### src/hdl/pll_cfg_pkg.sv
/*
 * Constants, field positions and types shared by the synthesizer control logic.
 * Assumes a single 40 MHz system clock and a classic Wishbone register master.
 */
package pll_cfg_pkg;
    localparam int CLK_MHZ = 40;
    localparam int LOCK_TIGHT_NS = 15;
    localparam int LOCK_LOOSE_NS = 25;
    // Tight bound rounds down (longest), loose bound also a longest time
    localparam int TIGHT_RAW = (LOCK_TIGHT_NS * CLK_MHZ) / 1000;
    localparam int LOOSE_RAW = (LOCK_LOOSE_NS * CLK_MHZ) / 1000;
    localparam logic [7:0] LOCK_TIGHT_CYC = 8'((TIGHT_RAW < 1) ? 1 : TIGHT_RAW);
    localparam logic [7:0] LOCK_LOOSE_CYC = 8'((LOOSE_RAW < 1) ? 1 : LOOSE_RAW);
    localparam logic [2:0] LOCK_NEED_NORMAL = 3'h3;
    localparam logic [2:0] LOCK_NEED_PRECISE = 3'h5;

    localparam int WORD_W = 24;
    localparam int REF_W = 14;
    localparam int FB_W = 13;
    // Latch select codes in the two word LSBs
    localparam logic [1:0] SEL_REF = 2'h0;
    localparam logic [1:0] SEL_FB = 2'h1;
    localparam logic [1:0] SEL_FUNC = 2'h2;
    localparam logic [1:0] SEL_INIT = 2'h3;
    // Field positions
    localparam int REF_LSB = 2;
    localparam int FB_LSB = 8;
    localparam int LOCK_PREC_POS = 20;
    localparam int PDOWN_POS = 7;
    localparam int PUMP_TRI_POS = 8;
    localparam int OBS_LSB = 4;
    // Observation select codes
    localparam logic [2:0] OBS_LOW = 3'h0;
    localparam logic [2:0] OBS_LOCK = 3'h1;
    localparam logic [2:0] OBS_FB_DIV = 3'h2;
    localparam logic [2:0] OBS_REF_DIV = 3'h4;
    // Wishbone register byte offsets
    localparam logic [4:0] REG_STATUS = 5'h00;
    localparam logic [4:0] REG_CTRL = 5'h04;
    localparam logic [4:0] REG_REF_LATCH = 5'h08;
    localparam logic [4:0] REG_FB_LATCH = 5'h0C;
    localparam logic [4:0] REG_FUNC_LATCH = 5'h10;
    localparam logic [4:0] REG_INIT_LATCH = 5'h14;
    localparam logic [23:0] LATCH_RESET = 24'h000000;
    localparam logic CTRL_HOLD_RESET = 1'b0;

    typedef enum logic [2:0] {
        PFD_IDLE = 3'b001,
        PFD_UP = 3'b010,
        PFD_DN = 3'b100
    } pfd_state_e;

    typedef struct packed {
        logic [23:0] ref_word;
        logic [23:0] fb_word;
        logic [23:0] func_word;
        logic [23:0] init_word;
    } latch_set_s;
endpackage : pll_cfg_pkg

### src/hdl/pll_divider_serial_config.sv
/*
 * Digital core of the PLL synthesizer: three-wire serial programming port,
 * four configuration latches, reference and feedback dividers, phase detector,
 * digital lock detect, power-down control and observation multiplexer.
 * Assumes all pins are asynchronous to clk_i and change slower than two clk_i periods.
 */
// Functional notes
// - Enable pin low powers down and tri-states the pump output.
// - Enable pin high powers up only if powerdown bit is clear.
// - Serial data shifts into 24-bit register on each serial clock rising edge.
// - Load strobe rising edge copies shift register into selected latch.
// - Observation output shows lock, divided feedback or divided reference.
// - Feedback divider is 13-bit, ratios 1 through 8191.
// - Reference divider is 14-bit, ratios 1 through 16383.
// - Reference divider output clocks the phase detector reference side.
// - Feedback divider output clocks the phase detector feedback side.
// - Power-down closes the reference input switch, leaving reference unloaded.
// - Word bits 1:0 pick reference, feedback, function or initialization latch.
// - Three-bit field in the function latch chooses the observation source.
// - Lock after 3 or 5 cycles under 15 ns, lost above 25 ns.
module pll_divider_serial_config
(
    input wire logic clk_i,
    input wire logic rst_i,
    input wire logic serial_clk_i,
    input wire logic serial_data_i,
    input wire logic load_strobe_i,
    input wire logic chip_enable_i,
    input wire logic reference_clock_in_i,
    input wire logic rf_feedback_in_i,
    input wire logic [31:0] wb_adr_i,
    input wire logic [31:0] wb_dat_i,
    input wire logic [3:0] wb_sel_i,
    input wire logic wb_we_i,
    input wire logic wb_cyc_i,
    input wire logic wb_stb_i,
    output logic [31:0] wb_dat_o,
    output logic wb_ack_o,
    output logic pump_up_o,
    output logic pump_dn_o,
    output logic pump_output_oe_o,
    output logic reference_input_switch_o,
    output logic observation_output_o,
    output logic lock_detect_o
);
    logic [2:0] sclk_sync_ff;
    logic [1:0] sdata_sync_ff;
    logic [2:0] le_sync_ff;
    logic [1:0] ce_sync_ff;
    logic [2:0] ref_sync_ff;
    logic [2:0] rf_sync_ff;
    logic [pll_cfg_pkg::WORD_W-1:0] shift_ff;
    pll_cfg_pkg::latch_set_s latch_ff;
    logic ctrl_hold_ff;
    logic powered_ff;
    logic [pll_cfg_pkg::REF_W-1:0] ref_cnt_ff;
    logic [pll_cfg_pkg::FB_W-1:0] fb_cnt_ff;
    logic ref_pulse_ff;
    logic fb_pulse_ff;
    logic ref_div_ff;
    logic fb_div_ff;
    pll_cfg_pkg::pfd_state_e pfd_ff;
    pll_cfg_pkg::pfd_state_e nxt_pfd;
    logic [7:0] err_cnt_ff;
    logic done_ff;
    logic [7:0] done_err_ff;
    logic [2:0] good_cnt_ff;
    logic lock_ff;
    logic [2:0] obs_sel;
    logic [2:0] lock_need;
    logic ref_edge;
    logic rf_edge;
    logic sclk_rise;
    logic le_rise;
    logic dividers_run;
    logic wb_req;
    logic [31:0] rd_data;

    // Next count of a down-counting divider; a ratio of zero acts as one
    function automatic logic [13:0] div_next(input logic [13:0] cnt, input logic [13:0] ratio);
        logic [13:0] res;
        res = cnt - 14'h0001;
        if (cnt <= 14'h0001)
        begin
            res = (ratio == 14'h0000) ? 14'h0001 : ratio;
        end
        return res;
    endfunction

    assign sclk_rise = sclk_sync_ff[1] & ~sclk_sync_ff[2];
    assign le_rise = le_sync_ff[1] & ~le_sync_ff[2];
    assign ref_edge = ref_sync_ff[1] & ~ref_sync_ff[2];
    assign rf_edge = rf_sync_ff[1] & ~rf_sync_ff[2];
    assign dividers_run = powered_ff & ~ctrl_hold_ff;
    assign obs_sel = latch_ff.func_word[pll_cfg_pkg::OBS_LSB +: 3];
    assign lock_need = latch_ff.ref_word[pll_cfg_pkg::LOCK_PREC_POS] ?
        pll_cfg_pkg::LOCK_NEED_PRECISE : pll_cfg_pkg::LOCK_NEED_NORMAL;
    assign wb_req = wb_cyc_i & wb_stb_i;

    // Pin synchronisers; stage 0 is read only by stage 1
    always_ff @(posedge clk_i)
    begin
        if (rst_i)
        begin
            sclk_sync_ff <= 3'h0;
            sdata_sync_ff <= 2'h0;
            le_sync_ff <= 3'h0;
            ce_sync_ff <= 2'h0;
            ref_sync_ff <= 3'h0;
            rf_sync_ff <= 3'h0;
        end
        else
        begin
            sclk_sync_ff <= {sclk_sync_ff[1:0], serial_clk_i};
            sdata_sync_ff <= {sdata_sync_ff[0], serial_data_i};
            le_sync_ff <= {le_sync_ff[1:0], load_strobe_i};
            ce_sync_ff <= {ce_sync_ff[0], chip_enable_i};
            ref_sync_ff <= {ref_sync_ff[1:0], reference_clock_in_i};
            rf_sync_ff <= {rf_sync_ff[1:0], rf_feedback_in_i};
        end
    end

    // Serial shift register, MSB arrives first
    always_ff @(posedge clk_i)
    begin
        if (rst_i)
        begin
            shift_ff <= pll_cfg_pkg::LATCH_RESET;
        end
        else if (sclk_rise)
        begin
            shift_ff <= {shift_ff[pll_cfg_pkg::WORD_W-2:0], sdata_sync_ff[1]};
        end
    end

    // Latch transfer; nothing changes without a load strobe edge
    always_ff @(posedge clk_i)
    begin
        if (rst_i)
        begin
            latch_ff <= {4{pll_cfg_pkg::LATCH_RESET}};
        end
        else if (le_rise)
        begin
            unique case (shift_ff[1:0])
                pll_cfg_pkg::SEL_REF: latch_ff.ref_word <= shift_ff;
                pll_cfg_pkg::SEL_FB: latch_ff.fb_word <= shift_ff;
                pll_cfg_pkg::SEL_FUNC: latch_ff.func_word <= shift_ff;
                pll_cfg_pkg::SEL_INIT:
                begin
                    // Initialization word also sets the function fields
                    latch_ff.init_word <= shift_ff;
                    latch_ff.func_word <= shift_ff;
                end
            endcase
        end
    end

    // Power state and reference input switch
    always_ff @(posedge clk_i)
    begin
        if (rst_i)
        begin
            powered_ff <= 1'b0;
            reference_input_switch_o <= 1'b1;
        end
        else
        begin
            powered_ff <= ce_sync_ff[1] & ~latch_ff.func_word[pll_cfg_pkg::PDOWN_POS];
            reference_input_switch_o <= ~(ce_sync_ff[1] & ~latch_ff.func_word[pll_cfg_pkg::PDOWN_POS]);
        end
    end

    // Reference divider
    always_ff @(posedge clk_i)
    begin
        if (rst_i)
        begin
            ref_cnt_ff <= 14'h0001;
            ref_pulse_ff <= 1'b0;
            ref_div_ff <= 1'b0;
        end
        else if (!dividers_run)
        begin
            ref_cnt_ff <= 14'h0001;
            ref_pulse_ff <= 1'b0;
            ref_div_ff <= 1'b0;
        end
        else
        begin
            ref_pulse_ff <= 1'b0;
            if (ref_edge)
            begin
                ref_cnt_ff <= div_next(ref_cnt_ff,
                    latch_ff.ref_word[pll_cfg_pkg::REF_LSB +: pll_cfg_pkg::REF_W]);
                ref_pulse_ff <= (ref_cnt_ff <= 14'h0001);
                if (ref_cnt_ff <= 14'h0001)
                begin
                    ref_div_ff <= ~ref_div_ff;
                end
            end
        end
    end

    // Feedback divider
    always_ff @(posedge clk_i)
    begin
        if (rst_i)
        begin
            fb_cnt_ff <= 13'h0001;
            fb_pulse_ff <= 1'b0;
            fb_div_ff <= 1'b0;
        end
        else if (!dividers_run)
        begin
            fb_cnt_ff <= 13'h0001;
            fb_pulse_ff <= 1'b0;
            fb_div_ff <= 1'b0;
        end
        else
        begin
            fb_pulse_ff <= 1'b0;
            if (rf_edge)
            begin
                // Ratio field is 13 bits wide, so the top result bit is always zero
                fb_cnt_ff <= 13'(div_next({1'b0, fb_cnt_ff},
                    {1'b0, latch_ff.fb_word[pll_cfg_pkg::FB_LSB +: pll_cfg_pkg::FB_W]}));
                fb_pulse_ff <= (fb_cnt_ff <= 13'h0001);
                if (fb_cnt_ff <= 13'h0001)
                begin
                    fb_div_ff <= ~fb_div_ff;
                end
            end
        end
    end

    // Phase detector state
    always_comb
    begin
        nxt_pfd = pfd_ff;
        unique case (pfd_ff)
            pll_cfg_pkg::PFD_IDLE:
            begin
                if (ref_pulse_ff && !fb_pulse_ff)
                begin
                    nxt_pfd = pll_cfg_pkg::PFD_UP;
                end
                else if (fb_pulse_ff && !ref_pulse_ff)
                begin
                    nxt_pfd = pll_cfg_pkg::PFD_DN;
                end
            end
            pll_cfg_pkg::PFD_UP:
            begin
                if (fb_pulse_ff)
                begin
                    nxt_pfd = pll_cfg_pkg::PFD_IDLE;
                end
            end
            pll_cfg_pkg::PFD_DN:
            begin
                if (ref_pulse_ff)
                begin
                    nxt_pfd = pll_cfg_pkg::PFD_IDLE;
                end
            end
            default: nxt_pfd = pll_cfg_pkg::PFD_IDLE;
        endcase
        if (!powered_ff)
        begin
            nxt_pfd = pll_cfg_pkg::PFD_IDLE;
        end
    end

    always_ff @(posedge clk_i)
    begin
        if (rst_i)
        begin
            pfd_ff <= pll_cfg_pkg::PFD_IDLE;
            pump_up_o <= 1'b0;
            pump_dn_o <= 1'b0;
            pump_output_oe_o <= 1'b0;
        end
        else
        begin
            pfd_ff <= nxt_pfd;
            pump_up_o <= (nxt_pfd == pll_cfg_pkg::PFD_UP);
            pump_dn_o <= (nxt_pfd == pll_cfg_pkg::PFD_DN);
            pump_output_oe_o <= powered_ff & ~latch_ff.func_word[pll_cfg_pkg::PUMP_TRI_POS];
        end
    end

    // Phase error measured in clk_i cycles, saturating
    always_ff @(posedge clk_i)
    begin
        if (rst_i)
        begin
            err_cnt_ff <= 8'h00;
            done_ff <= 1'b0;
            done_err_ff <= 8'h00;
        end
        else
        begin
            done_ff <= 1'b0;
            if (pfd_ff == pll_cfg_pkg::PFD_IDLE)
            begin
                err_cnt_ff <= 8'h01;
                done_ff <= ref_pulse_ff & fb_pulse_ff & powered_ff;
                done_err_ff <= 8'h00;
            end
            else if (nxt_pfd == pll_cfg_pkg::PFD_IDLE)
            begin
                done_ff <= powered_ff;
                done_err_ff <= err_cnt_ff;
            end
            else if (err_cnt_ff != 8'hFF)
            begin
                err_cnt_ff <= err_cnt_ff + 8'h01;
            end
        end
    end

    // Digital lock detect
    always_ff @(posedge clk_i)
    begin
        if (rst_i)
        begin
            good_cnt_ff <= 3'h0;
            lock_ff <= 1'b0;
        end
        else if (!powered_ff)
        begin
            good_cnt_ff <= 3'h0;
            lock_ff <= 1'b0;
        end
        else if (done_ff)
        begin
            if (done_err_ff < pll_cfg_pkg::LOCK_TIGHT_CYC)
            begin
                if (good_cnt_ff != 3'h7)
                begin
                    good_cnt_ff <= good_cnt_ff + 3'h1;
                end
                if (good_cnt_ff + 3'h1 >= lock_need)
                begin
                    lock_ff <= 1'b1;
                end
            end
            else if (done_err_ff > pll_cfg_pkg::LOCK_LOOSE_CYC || !lock_ff)
            begin
                good_cnt_ff <= 3'h0;
                lock_ff <= 1'b0;
            end
        end
    end

    // Observation multiplexer
    always_ff @(posedge clk_i)
    begin
        if (rst_i)
        begin
            observation_output_o <= 1'b0;
            lock_detect_o <= 1'b0;
        end
        else
        begin
            lock_detect_o <= lock_ff;
            unique case (obs_sel)
                pll_cfg_pkg::OBS_LOCK: observation_output_o <= lock_ff;
                pll_cfg_pkg::OBS_FB_DIV: observation_output_o <= fb_div_ff;
                pll_cfg_pkg::OBS_REF_DIV: observation_output_o <= ref_div_ff;
                default: observation_output_o <= 1'b0;
            endcase
        end
    end

    // Wishbone read mux; unmapped offsets read zero
    always_comb
    begin
        rd_data = 32'h00000000;
        unique case (wb_adr_i[4:0])
            pll_cfg_pkg::REG_STATUS: rd_data = {29'h0, ~reference_input_switch_o, powered_ff, lock_ff};
            pll_cfg_pkg::REG_CTRL: rd_data = {31'h0, ctrl_hold_ff};
            pll_cfg_pkg::REG_REF_LATCH: rd_data = {8'h00, latch_ff.ref_word};
            pll_cfg_pkg::REG_FB_LATCH: rd_data = {8'h00, latch_ff.fb_word};
            pll_cfg_pkg::REG_FUNC_LATCH: rd_data = {8'h00, latch_ff.func_word};
            pll_cfg_pkg::REG_INIT_LATCH: rd_data = {8'h00, latch_ff.init_word};
            default: rd_data = 32'h00000000;
        endcase
    end

    // Wishbone slave: one wait state, ack for any address
    always_ff @(posedge clk_i)
    begin
        if (rst_i)
        begin
            wb_ack_o <= 1'b0;
            wb_dat_o <= 32'h00000000;
            ctrl_hold_ff <= pll_cfg_pkg::CTRL_HOLD_RESET;
        end
        else
        begin
            wb_ack_o <= wb_req & ~wb_ack_o;
            if (wb_req && !wb_ack_o)
            begin
                wb_dat_o <= rd_data;
                if (wb_we_i && wb_sel_i[0] && wb_adr_i[4:0] == pll_cfg_pkg::REG_CTRL)
                begin
                    ctrl_hold_ff <= wb_dat_i[0];
                end
            end
        end
    end
endmodule // pll_divider_serial_config

### config.mk
export PLATFORM = sky130hd
export DESIGN_NAME = pll_divider_serial_config
export DESIGN_NICKNAME = d
export VERILOG_FILES = /design/src/hdl/pll_cfg_pkg.sv /design/src/hdl/pll_divider_serial_config.sv
export SDC_FILE = /design/constraint.sdc
export NUM_CORES = 1
export LEC_CHECK = 0
export ABC_AREA = 0
export BUFFER_PORTS_ARGS = -buffer_cell sky130_fd_sc_hd__clkbuf_2
export CAP_MARGIN = 20
export CORE_UTILIZATION = 58
export CTS_BUF_LIST = sky130_fd_sc_hd__clkbuf_4 sky130_fd_sc_hd__clkbuf_8 sky130_fd_sc_hd__clkbuf_16
export CTS_CLUSTER_DIAMETER = 80
export CTS_CLUSTER_SIZE = 28
export DETAILED_ROUTE_END_ITERATION = 16
export GPL_TIMING_DRIVEN = 0
export PLACE_DENSITY = 0.8
export SYNTH_ARGS = -nofsm -noshare
export SYNTH_HDL_FRONTEND = slang
export SYNTH_SLANG_ARGS = --single-unit
### constraint.sdc
create_clock -name clk_i -period 2.68 [get_ports clk_i]
set_input_delay 0.268 -clock clk_i [delete_from_list [all_inputs] [get_ports clk_i]]
set_output_delay 0.268 -clock clk_i [all_outputs]
set_load 0.02 [all_outputs]
# Word level (Yosys, flattened, before mapping)
# Cells that the tools add are included.
dict set report op_classes {
  bitwise_logic 28
  n_addsub 4
  n_reduce_logical 33
  n_mux 24
  n_lt_le_gt_ge 6
  eq_ne 22
}
# op n
set ops {}
lappend ops {{$pmux 24 s6} 1}
lappend ops {{$mux 14} 2}
lappend ops {{$mux 3} 9}
lappend ops {{$le 13x1->1 const B} 2}
lappend ops {{$mux 13} 2}
lappend ops {{$reduce_and 2->1} 9}
lappend ops {{$not 1->1} 17}
lappend ops {{$le 14x1->1 const B} 1}
lappend ops {{$logic_not 14->1} 1}
lappend ops {{$sub 14x1->14 const B} 1}
lappend ops {{$logic_not 13->1} 1}
lappend ops {{$sub 13x1->13 const B} 1}
lappend ops {{$and 1x1->1} 11}
lappend ops {{$eq 5x4->1 const B} 2}
lappend ops {{$eq 5x5->1 const B} 2}
lappend ops {{$eq 3x1->1 const B} 3}
lappend ops {{$eq 3x2->1 const B} 3}
lappend ops {{$eq 3x3->1 const B} 3}
lappend ops {{$pmux 3 s3} 1}
lappend ops {{$add 8x1->8 const B} 1}
lappend ops {{$gt 8x1->1 const B} 1}
lappend ops {{$lt 8x1->1 const B} 1}
lappend ops {{$mux 1} 8}
lappend ops {{$ne 8x8->1 const B} 1}
lappend ops {{other kinds (18)} 33}
dict set report totals {
  wordCells 151
  regBits 232
  input_bits 79
  output_inout_bits 39
}

# Depth between registers and ports, before layout
# Gate-level depths: netlist (run 1).
dict set report depth {
  ltp_word 9
  mapped_depth 8
  mapped_depth_nobuf 7
}

# Worst setup path after synthesis (run 1)
# No wires, ideal clock.
dict set report synth_path {
  path_kind {register to register}
  from {reg ref_cnt_ff[8] (netlist name)}
  to {reg ref_cnt_ff[4] (netlist name)}
  path_buffers 2
  synth_period_minus_slack_ns 2.159
  path_slack_ns 0.521
  t_required_ns 2.550
  t_arrival_ns 2.028
  setup_time_ns 0.130
  path_stages_with_launch 8
  cell_sequence {dfxtp_1 > or4_1 > buf_2 > or4_4 > buf_6 > nor2_8 > mux2i_1 > o22ai_1}
}
dict set report synth_between {
  elab_chain_len 2
}
# item line_no
set synth_rtl {}
lappend synth_rtl {{start: declaration} pll_divider_serial_config.sv:56} ;# logic [pll_cfg_pkg::REF_W-1:0] ref_cnt_ff;
lappend synth_rtl {{start signal: assignment} pll_divider_serial_config.sv:194} ;# ref_cnt_ff <= div_next(ref_cnt_ff,
lappend synth_rtl {{$le 14x1->1} pll_divider_serial_config.sv:83} ;# if (cnt <= 14'h0001)
lappend synth_rtl {{$mux 14} pll_divider_serial_config.sv:83}
# No other way between the ends.
# A chain may end at the register's enable or synchronous reset.

# Worst setup path after layout (run 1)
dict set report layout_path {
  from {reg fb_cnt_ff[1] (netlist name)}
  to {reg fb_cnt_ff[0] (netlist name)}
}
dict set report layout_between {
  elab_chain_len 2
}
# item line_no
set layout_rtl {}
lappend layout_rtl {{start: declaration} pll_divider_serial_config.sv:57} ;# logic [pll_cfg_pkg::FB_W-1:0] fb_cnt_ff;
lappend layout_rtl {{start signal: assignment} pll_divider_serial_config.sv:226} ;# fb_cnt_ff <= 13'(div_next({1'b0, fb_cnt_ff},
lappend layout_rtl {{$le 13x1->1} pll_divider_serial_config.sv:83}
lappend layout_rtl {{$mux 13} pll_divider_serial_config.sv:83}
# No other way between the ends.

==> flow_summary.toml, run 1 <==
[setup_path]
arrival_ns = 2.86
crit_chain = "inv_1, ha_1, o21bai_1, nand4b_1, or2_2, clkbuf_1, o21ai_0, a211o_1"
critPathCaptureType = "flop"
start_kind = "flop"
required_ns = 3.04
cpPeakStageDelay_ns = 0.44
critPathKind = "flop to flop"
slowest_stage = "clkbuf_1"
critPathMaxFanout = 10

[clock_network]
cts-hold-fix-buffers = 0
cts_setup_buffers = 0
cts_made_buffers = 12
cts.sinks = 224
clk_latency_ns = 0.48
cts_resized = 0
cts-root-buf = "clkbuf_16"
max-clock-path-buffers = 3
clk_pin_slew_ns = 0.10
tritoncts = "done"
htree_levels = 1

[cells_and_area]
antenna_cells = 0
final_nets = 1278
areaGrowthSynthToFinish_pct = 9.87
drive_gt1_frac = 0.0855
fin_util = 0.664
final_area_um2 = 10200
stdcell_count = 1404

[die]
die_h_um = 129
num_io_pins = 118
core-area_um2 = 15400
start_util = 0.605
fp.dieW_um = 129
std_cell_rows = 45
die_area_um2 = 16600

[sta]
layout_setup_ws_ns = 0.186
clock_skew_ns = 0.0186
drv_slew = 0
hold_viol = 0
setup_violations = 0
tightest_slew_ns = 1.04
grt_setup_unrepaired = "false"
finalCriticalPeriod_ns = 2.49
tns_ns = 0
whs_ns = 0.00891
max_slew_margin = 0.305
fmax_mhz = 401
timing.final.crit_share = 0.930

[synth]
synth-seq-area-share = 0.481
yosysTopAreaCell = "dfxtp_1"
synth.area.top_cells = "dfxtp_1 (48%), nand2_1 (10%), a21oi_1 (7.1%), a22oi_1 (3.7%), mux2i_1 (2.8%)"
avgSynthCellArea_um2 = 8.32
ys.flop_type = "dfxtp_1"
synth.cells.most_frequent = "nand2_1 (257), dfxtp_1 (224), a21oi_1 (133)"
yosysMostFrequentCell = "nand2_1"
syn_area_um2 = 9330
async_reset_ff_frac = 0
synth_top_area_frac = 0.481
synth_cells = 1121
synth_edf_count = 0
ys_types = 60
yosysWarnings = 0
ys_ff_latch = 224

[power]
power_switching_mw = 1.28
netSwitchingFraction = 0.226
p_int_mw = 4.39
clkPwrFrac = 0.372
ir_drop_uv = 605
p_per_area_nw_per_um2 = 553
seqPwrFrac = 0.590
p_leak_nw = 3.49
power_mw = 5.67
p_comb_frac = 0.038

[job]
cap_violations = 0

[global_routing]
gr-total-overflow = 0
grt_start_max_net_pins = 29
grt_pass1_vias = 7827
grt.total_usage = 0.304
antenna_found_initial = 0
grt_first_pass_wirelength_um = 39900

[min_path]
hp-class = "primary input to flop"

[place]
dp_cells = 1387
placed_area_um2 = 9870
post-dp-hpwl_um = 17500
portBuffers = 48
place_ws_ns = 0.236
place_congestion = 0.961

[route]
drt-initial-drc-count = 855
finalWirelength_um = 25000
drcViolationCount = 0
vias = 8484
postRouteAntennaNets = 0
via_per_inst = 6.04
post_drt_wl_per_cell_um = 17.8
drtPass1Iterations = 6

[status]
outcome = "finished clean"
[logic make-up after synthesis]
| family | synth area share |
|---|---|
| multiplexers | 0.0412 |
| adder cells (fa/ha/maj) | 0.0121 |
| other | 0.000402 |
| buffers and inverters | 0.0437 |
| flip-flops | 0.481 |
| AND/OR/NAND/NOR | 0.219 |
| AO/OA/AOI/OAI | 0.200 |
| XOR/XNOR | 0.00282 |
[placed cells by master (no fill, tap or decap), drive strengths merged, types with 9 or more instances in the layout]
cell / netlist / routed
clkbuf: 67 / 128
mux2: 9 / 9
o21ai: 29 / 29
inv: 16 / 17
nor2: 64 / 64
mux2i: 26 / 26
a22oi: 46 / 46
nor3: 19 / 19
a22o: 26 / 26
dfxtp: 224 / 224
o22ai: 30 / 30
nand2: 257 / 257
nand3: 11 / 11
a21oi: 133 / 133
nor2b: 29 / 29
ha: 9 / 9
buf: 15 / 15
nor4: 13 / 13
[state kept, by name (all words and copies together), names as in the netlist, 8 cells and up]
| register | flops |
|---|---|
| done_err_ff | 8 |
| err_cnt_ff | 8 |
| fb_cnt_ff | 13 |
| latch_ff | 96 |
| ref_cnt_ff | 14 |
| shift_ff | 24 |
| wb_dat_o | 24 |
[metal layers]
| layer | vias to the layer above | global-route usage | part of all wire |
|---|---|---|---|
| met5 | - | 0 | 0 |
| met3 | 61 | 0.0328 | 0.067 |
| met2 | 376 | 0.512 | 0.47 |
| met1 | 4016 | 0.403 | 0.43 |
| li1 | 4031 | - | - |
| met4 | 0 | 0.118 | 0.035 |
[power groups by stage]
stage | combinational (mW) | sequential [mW] | clock, mW
2_1_floorplan | 0.131 | 3.42 | 0
3_3_place_gp | 0.208 | 3.42 | 0
3_5_place_dp | 0.211 | 3.42 | 0
4_1_cts | 0.213 | 3.35 | 2.11
5_1_grt | 0.232 | 3.35 | 2.24
6_report | 0.218 | 3.35 | 2.11
[worst max-delay path, delay by kind of cell, from the launching register on]
family	cells	cell delay, ns
flops	1	0.38
buf+inv	2	0.54
fa+ha+maj	1	0.20
compound gates	3	0.70
simple gates	2	0.57
[worst paths after layout]
check,startpoint,endpoint,slack (ns),depth (start not counted)
max,fb_cnt_ff[1],fb_cnt_ff[0],0.19,8
min,chip_enable_i,ce_sync_ff[0],0.009,2
max reg2reg,fb_cnt_ff[1],fb_cnt_ff[0],0.19,8
min reg2reg,ref_sync_ff[0],ref_sync_ff[1],0.45,1
[final cells by class]
class,instances,area [um^2]
fillers,1333,5180
flip-flops and latches,224,4480
multi-input cells,806,4470
plain buffers,82,348
clock buffers,13,325
well taps,211,264
repair buffers,48,240
inverters,16,60.1
clock inverters,4,58.8
No activity file was read; power rests on OpenSTA's default activity.
==> run 2: changes to the inputs <==
- REMOVE_ABC_BUFFERS: unset -> 1
==> run 2 against run 1 <==
Net effect: sequential power about the same; critical path depth decreased by 1; via count decreased by 4.3%; critical path type unchanged; non-clock buffer count decreased by 63; first-iteration DRC count decreased by 8.2%; clock skew decreased by 0.00084 ns; combinational power decreased by 5%; global-route usage decreased by 2.4 points.
==> flow_summary.toml, run 2 (synthesized netlist as in run 1, its figures left out) <==
[status]
outcome = "finished clean"

[route]
vias = 8117
finalWirelength_um = 23400
postRouteAntennaNets = 0
post_drt_wl_per_cell_um = 17.5
drcViolationCount = 0
drtPass1Iterations = 5
via_per_inst = 6.06
drt-initial-drc-count = 785

[sta]
tightest_slew_ns = 1.17
timing.final.crit_share = 0.921
max_slew_margin = 0.218
grt_setup_unrepaired = "false"
finalCriticalPeriod_ns = 2.47
hold_viol = 0
setup_violations = 0
clock_skew_ns = 0.0178
drv_slew = 0
fmax_mhz = 405

[power]
seqPwrFrac = 0.603
netSwitchingFraction = 0.225
p_comb_frac = 0.038
clkPwrFrac = 0.359
p_leak_nw = 3.48
p_int_mw = 4.30
ir_drop_uv = 531
power_switching_mw = 1.25
p_per_area_nw_per_um2 = 546

[setup_path]
r2r_slack_ns = 0.21
critPathCaptureType = "flop"
r2r_end = "latch_ff[19]"
critPathKind = "flop to flop"
required_ns = 3.07
r2r-start = "shift_ff[1]"
critPathLaunch = "shift_ff[1]"
arrival_ns = 2.86
r2r_cells = 7
start_kind = "flop"
critPathMaxFanout = 14

[global_routing]
use_met3 = 0.0324
grt_start_max_net_pins = 150
grt_pass1_vias = 7448
use_met1 = 0.376
use_met2 = 0.459
antenna_found_initial = 0
grt_first_pass_wirelength_um = 37200
grt.total_usage = 0.280
gr-total-overflow = 0
grt-busiest-layer = "met2"

[die]
die_area_um2 = 16600
num_io_pins = 118
core-area_um2 = 15400
die_h_um = 129
fp.dieW_um = 129
start_util = 0.605
std_cell_rows = 45

[min_path]
hold_depth = 2
hold_path_end = "le_sync_ff[0]"
holdCritStartpoint = "load_strobe_i"
hp-class = "primary input to flop"

[cells_and_area]
areaGrowthSynthToFinish_pct = 9.00
drive_gt1_frac = 0.0983
largest_reg_flops = 96
layout_commonest_cell = "nand2_1"
antenna_cells = 0
top_register = "latch_ff"
fin_util = 0.659
stdcell_count = 1340
final_nets = 1215
layout_common_cells = "nand2_1 (256), dfxtp_1 (224), a21oi_1 (133)"
final_area_um2 = 10200
top_regs = "latch_ff x96, shift_ff x24, wb_dat_o x24"

[place]
post-dp-hpwl_um = 14700
placed_area_um2 = 9720
portBuffers = 48
dp_cells = 1318
place_congestion = 0.847

[clock_network]
cts_made_buffers = 12
tritoncts = "done"
max-clock-path-buffers = 3
cts-root-buf = "clkbuf_16"
cts_setup_buffers = 0
htree_levels = 1
cts.sinks = 224
clk_pin_slew_ns = 0.10
clk_latency_ns = 0.48

[job]
cap_violations = 0
run 2: worst max path at each step:
stage                         endpoint  slack (ns)  cells past startpoint
after detailed placement  fb_cnt_ff[2]      -0.009                      6
after CTS                 latch_ff[19]        0.14                      6
after global placement    wb_dat_o[22]       -5.98                      3
final                     latch_ff[19]        0.21                      7
after floorplan           wb_dat_o[22]       -1.28                      3
after global routing      latch_ff[15]        0.09                      7
run 2: timing repair:
action / CTS / global route
endpoints found under the hold margin: 5 / 0
hold buffers: 5 / 0
setup endpoints to repair: 0 / 1
resized for setup: 0 / 1
run 2: per-stage QoR:
step	hold WS [ns]	TNS, ns	total power [mW]	setup slack, ns
finish	0.00413	0	5.55	0.211
global route	0.0197	0	5.71	0.0889
CTS	0.0115	0	5.57	0.145
detailed placement	0.421	-0.00944	3.62	-0.00944
global placement	0.421	-233.17	3.59	-5.98
floorplan	0.337	-29.31	3.50	-1.28
run 2: layout make-up:
class / count / area (um^2)
Fill cell: 1306 / 5260
Clock buffer: 13 / 325
Tap cell: 211 / 264
Clock inverter: 3 / 41.3
Multi-Input combinational cell: 806 / 4490
Inverter: 16 / 60.1
Timing Repair Buffer: 67 / 504
Sequential cell: 224 / 4480
run 2: worst max-delay path, stage by stage (launching register included):
cell and delay [ns]:
dfxtp_1 0.42, inv_1 0.09, nor2_2 0.62, buf_8 0.24, and2_1 0.55, buf_8 0.24
nand2_1 0.07, a21oi_1 0.14
run 2: power by group through the flow:
stage | logic, mW | clock network (mW) | registers (mW)
6_report | 0.208 | 1.99 | 3.35
5_1_grt | 0.221 | 2.14 | 3.35
4_1_cts | 0.202 | 2.02 | 3.35
3_5_place_dp | 0.196 | 0 | 3.42
3_3_place_gp | 0.172 | 0 | 3.42
2_1_floorplan | 0.0778 | 0 | 3.42
run 2: layer usage:
metal | up-vias | share of wire
li1 | 3909 | -
met1 | 3823 | 0.43
met2 | 332 | 0.47
met3 | 53 | 0.069
met4 | 0 | 0.031
met5 | - | 0
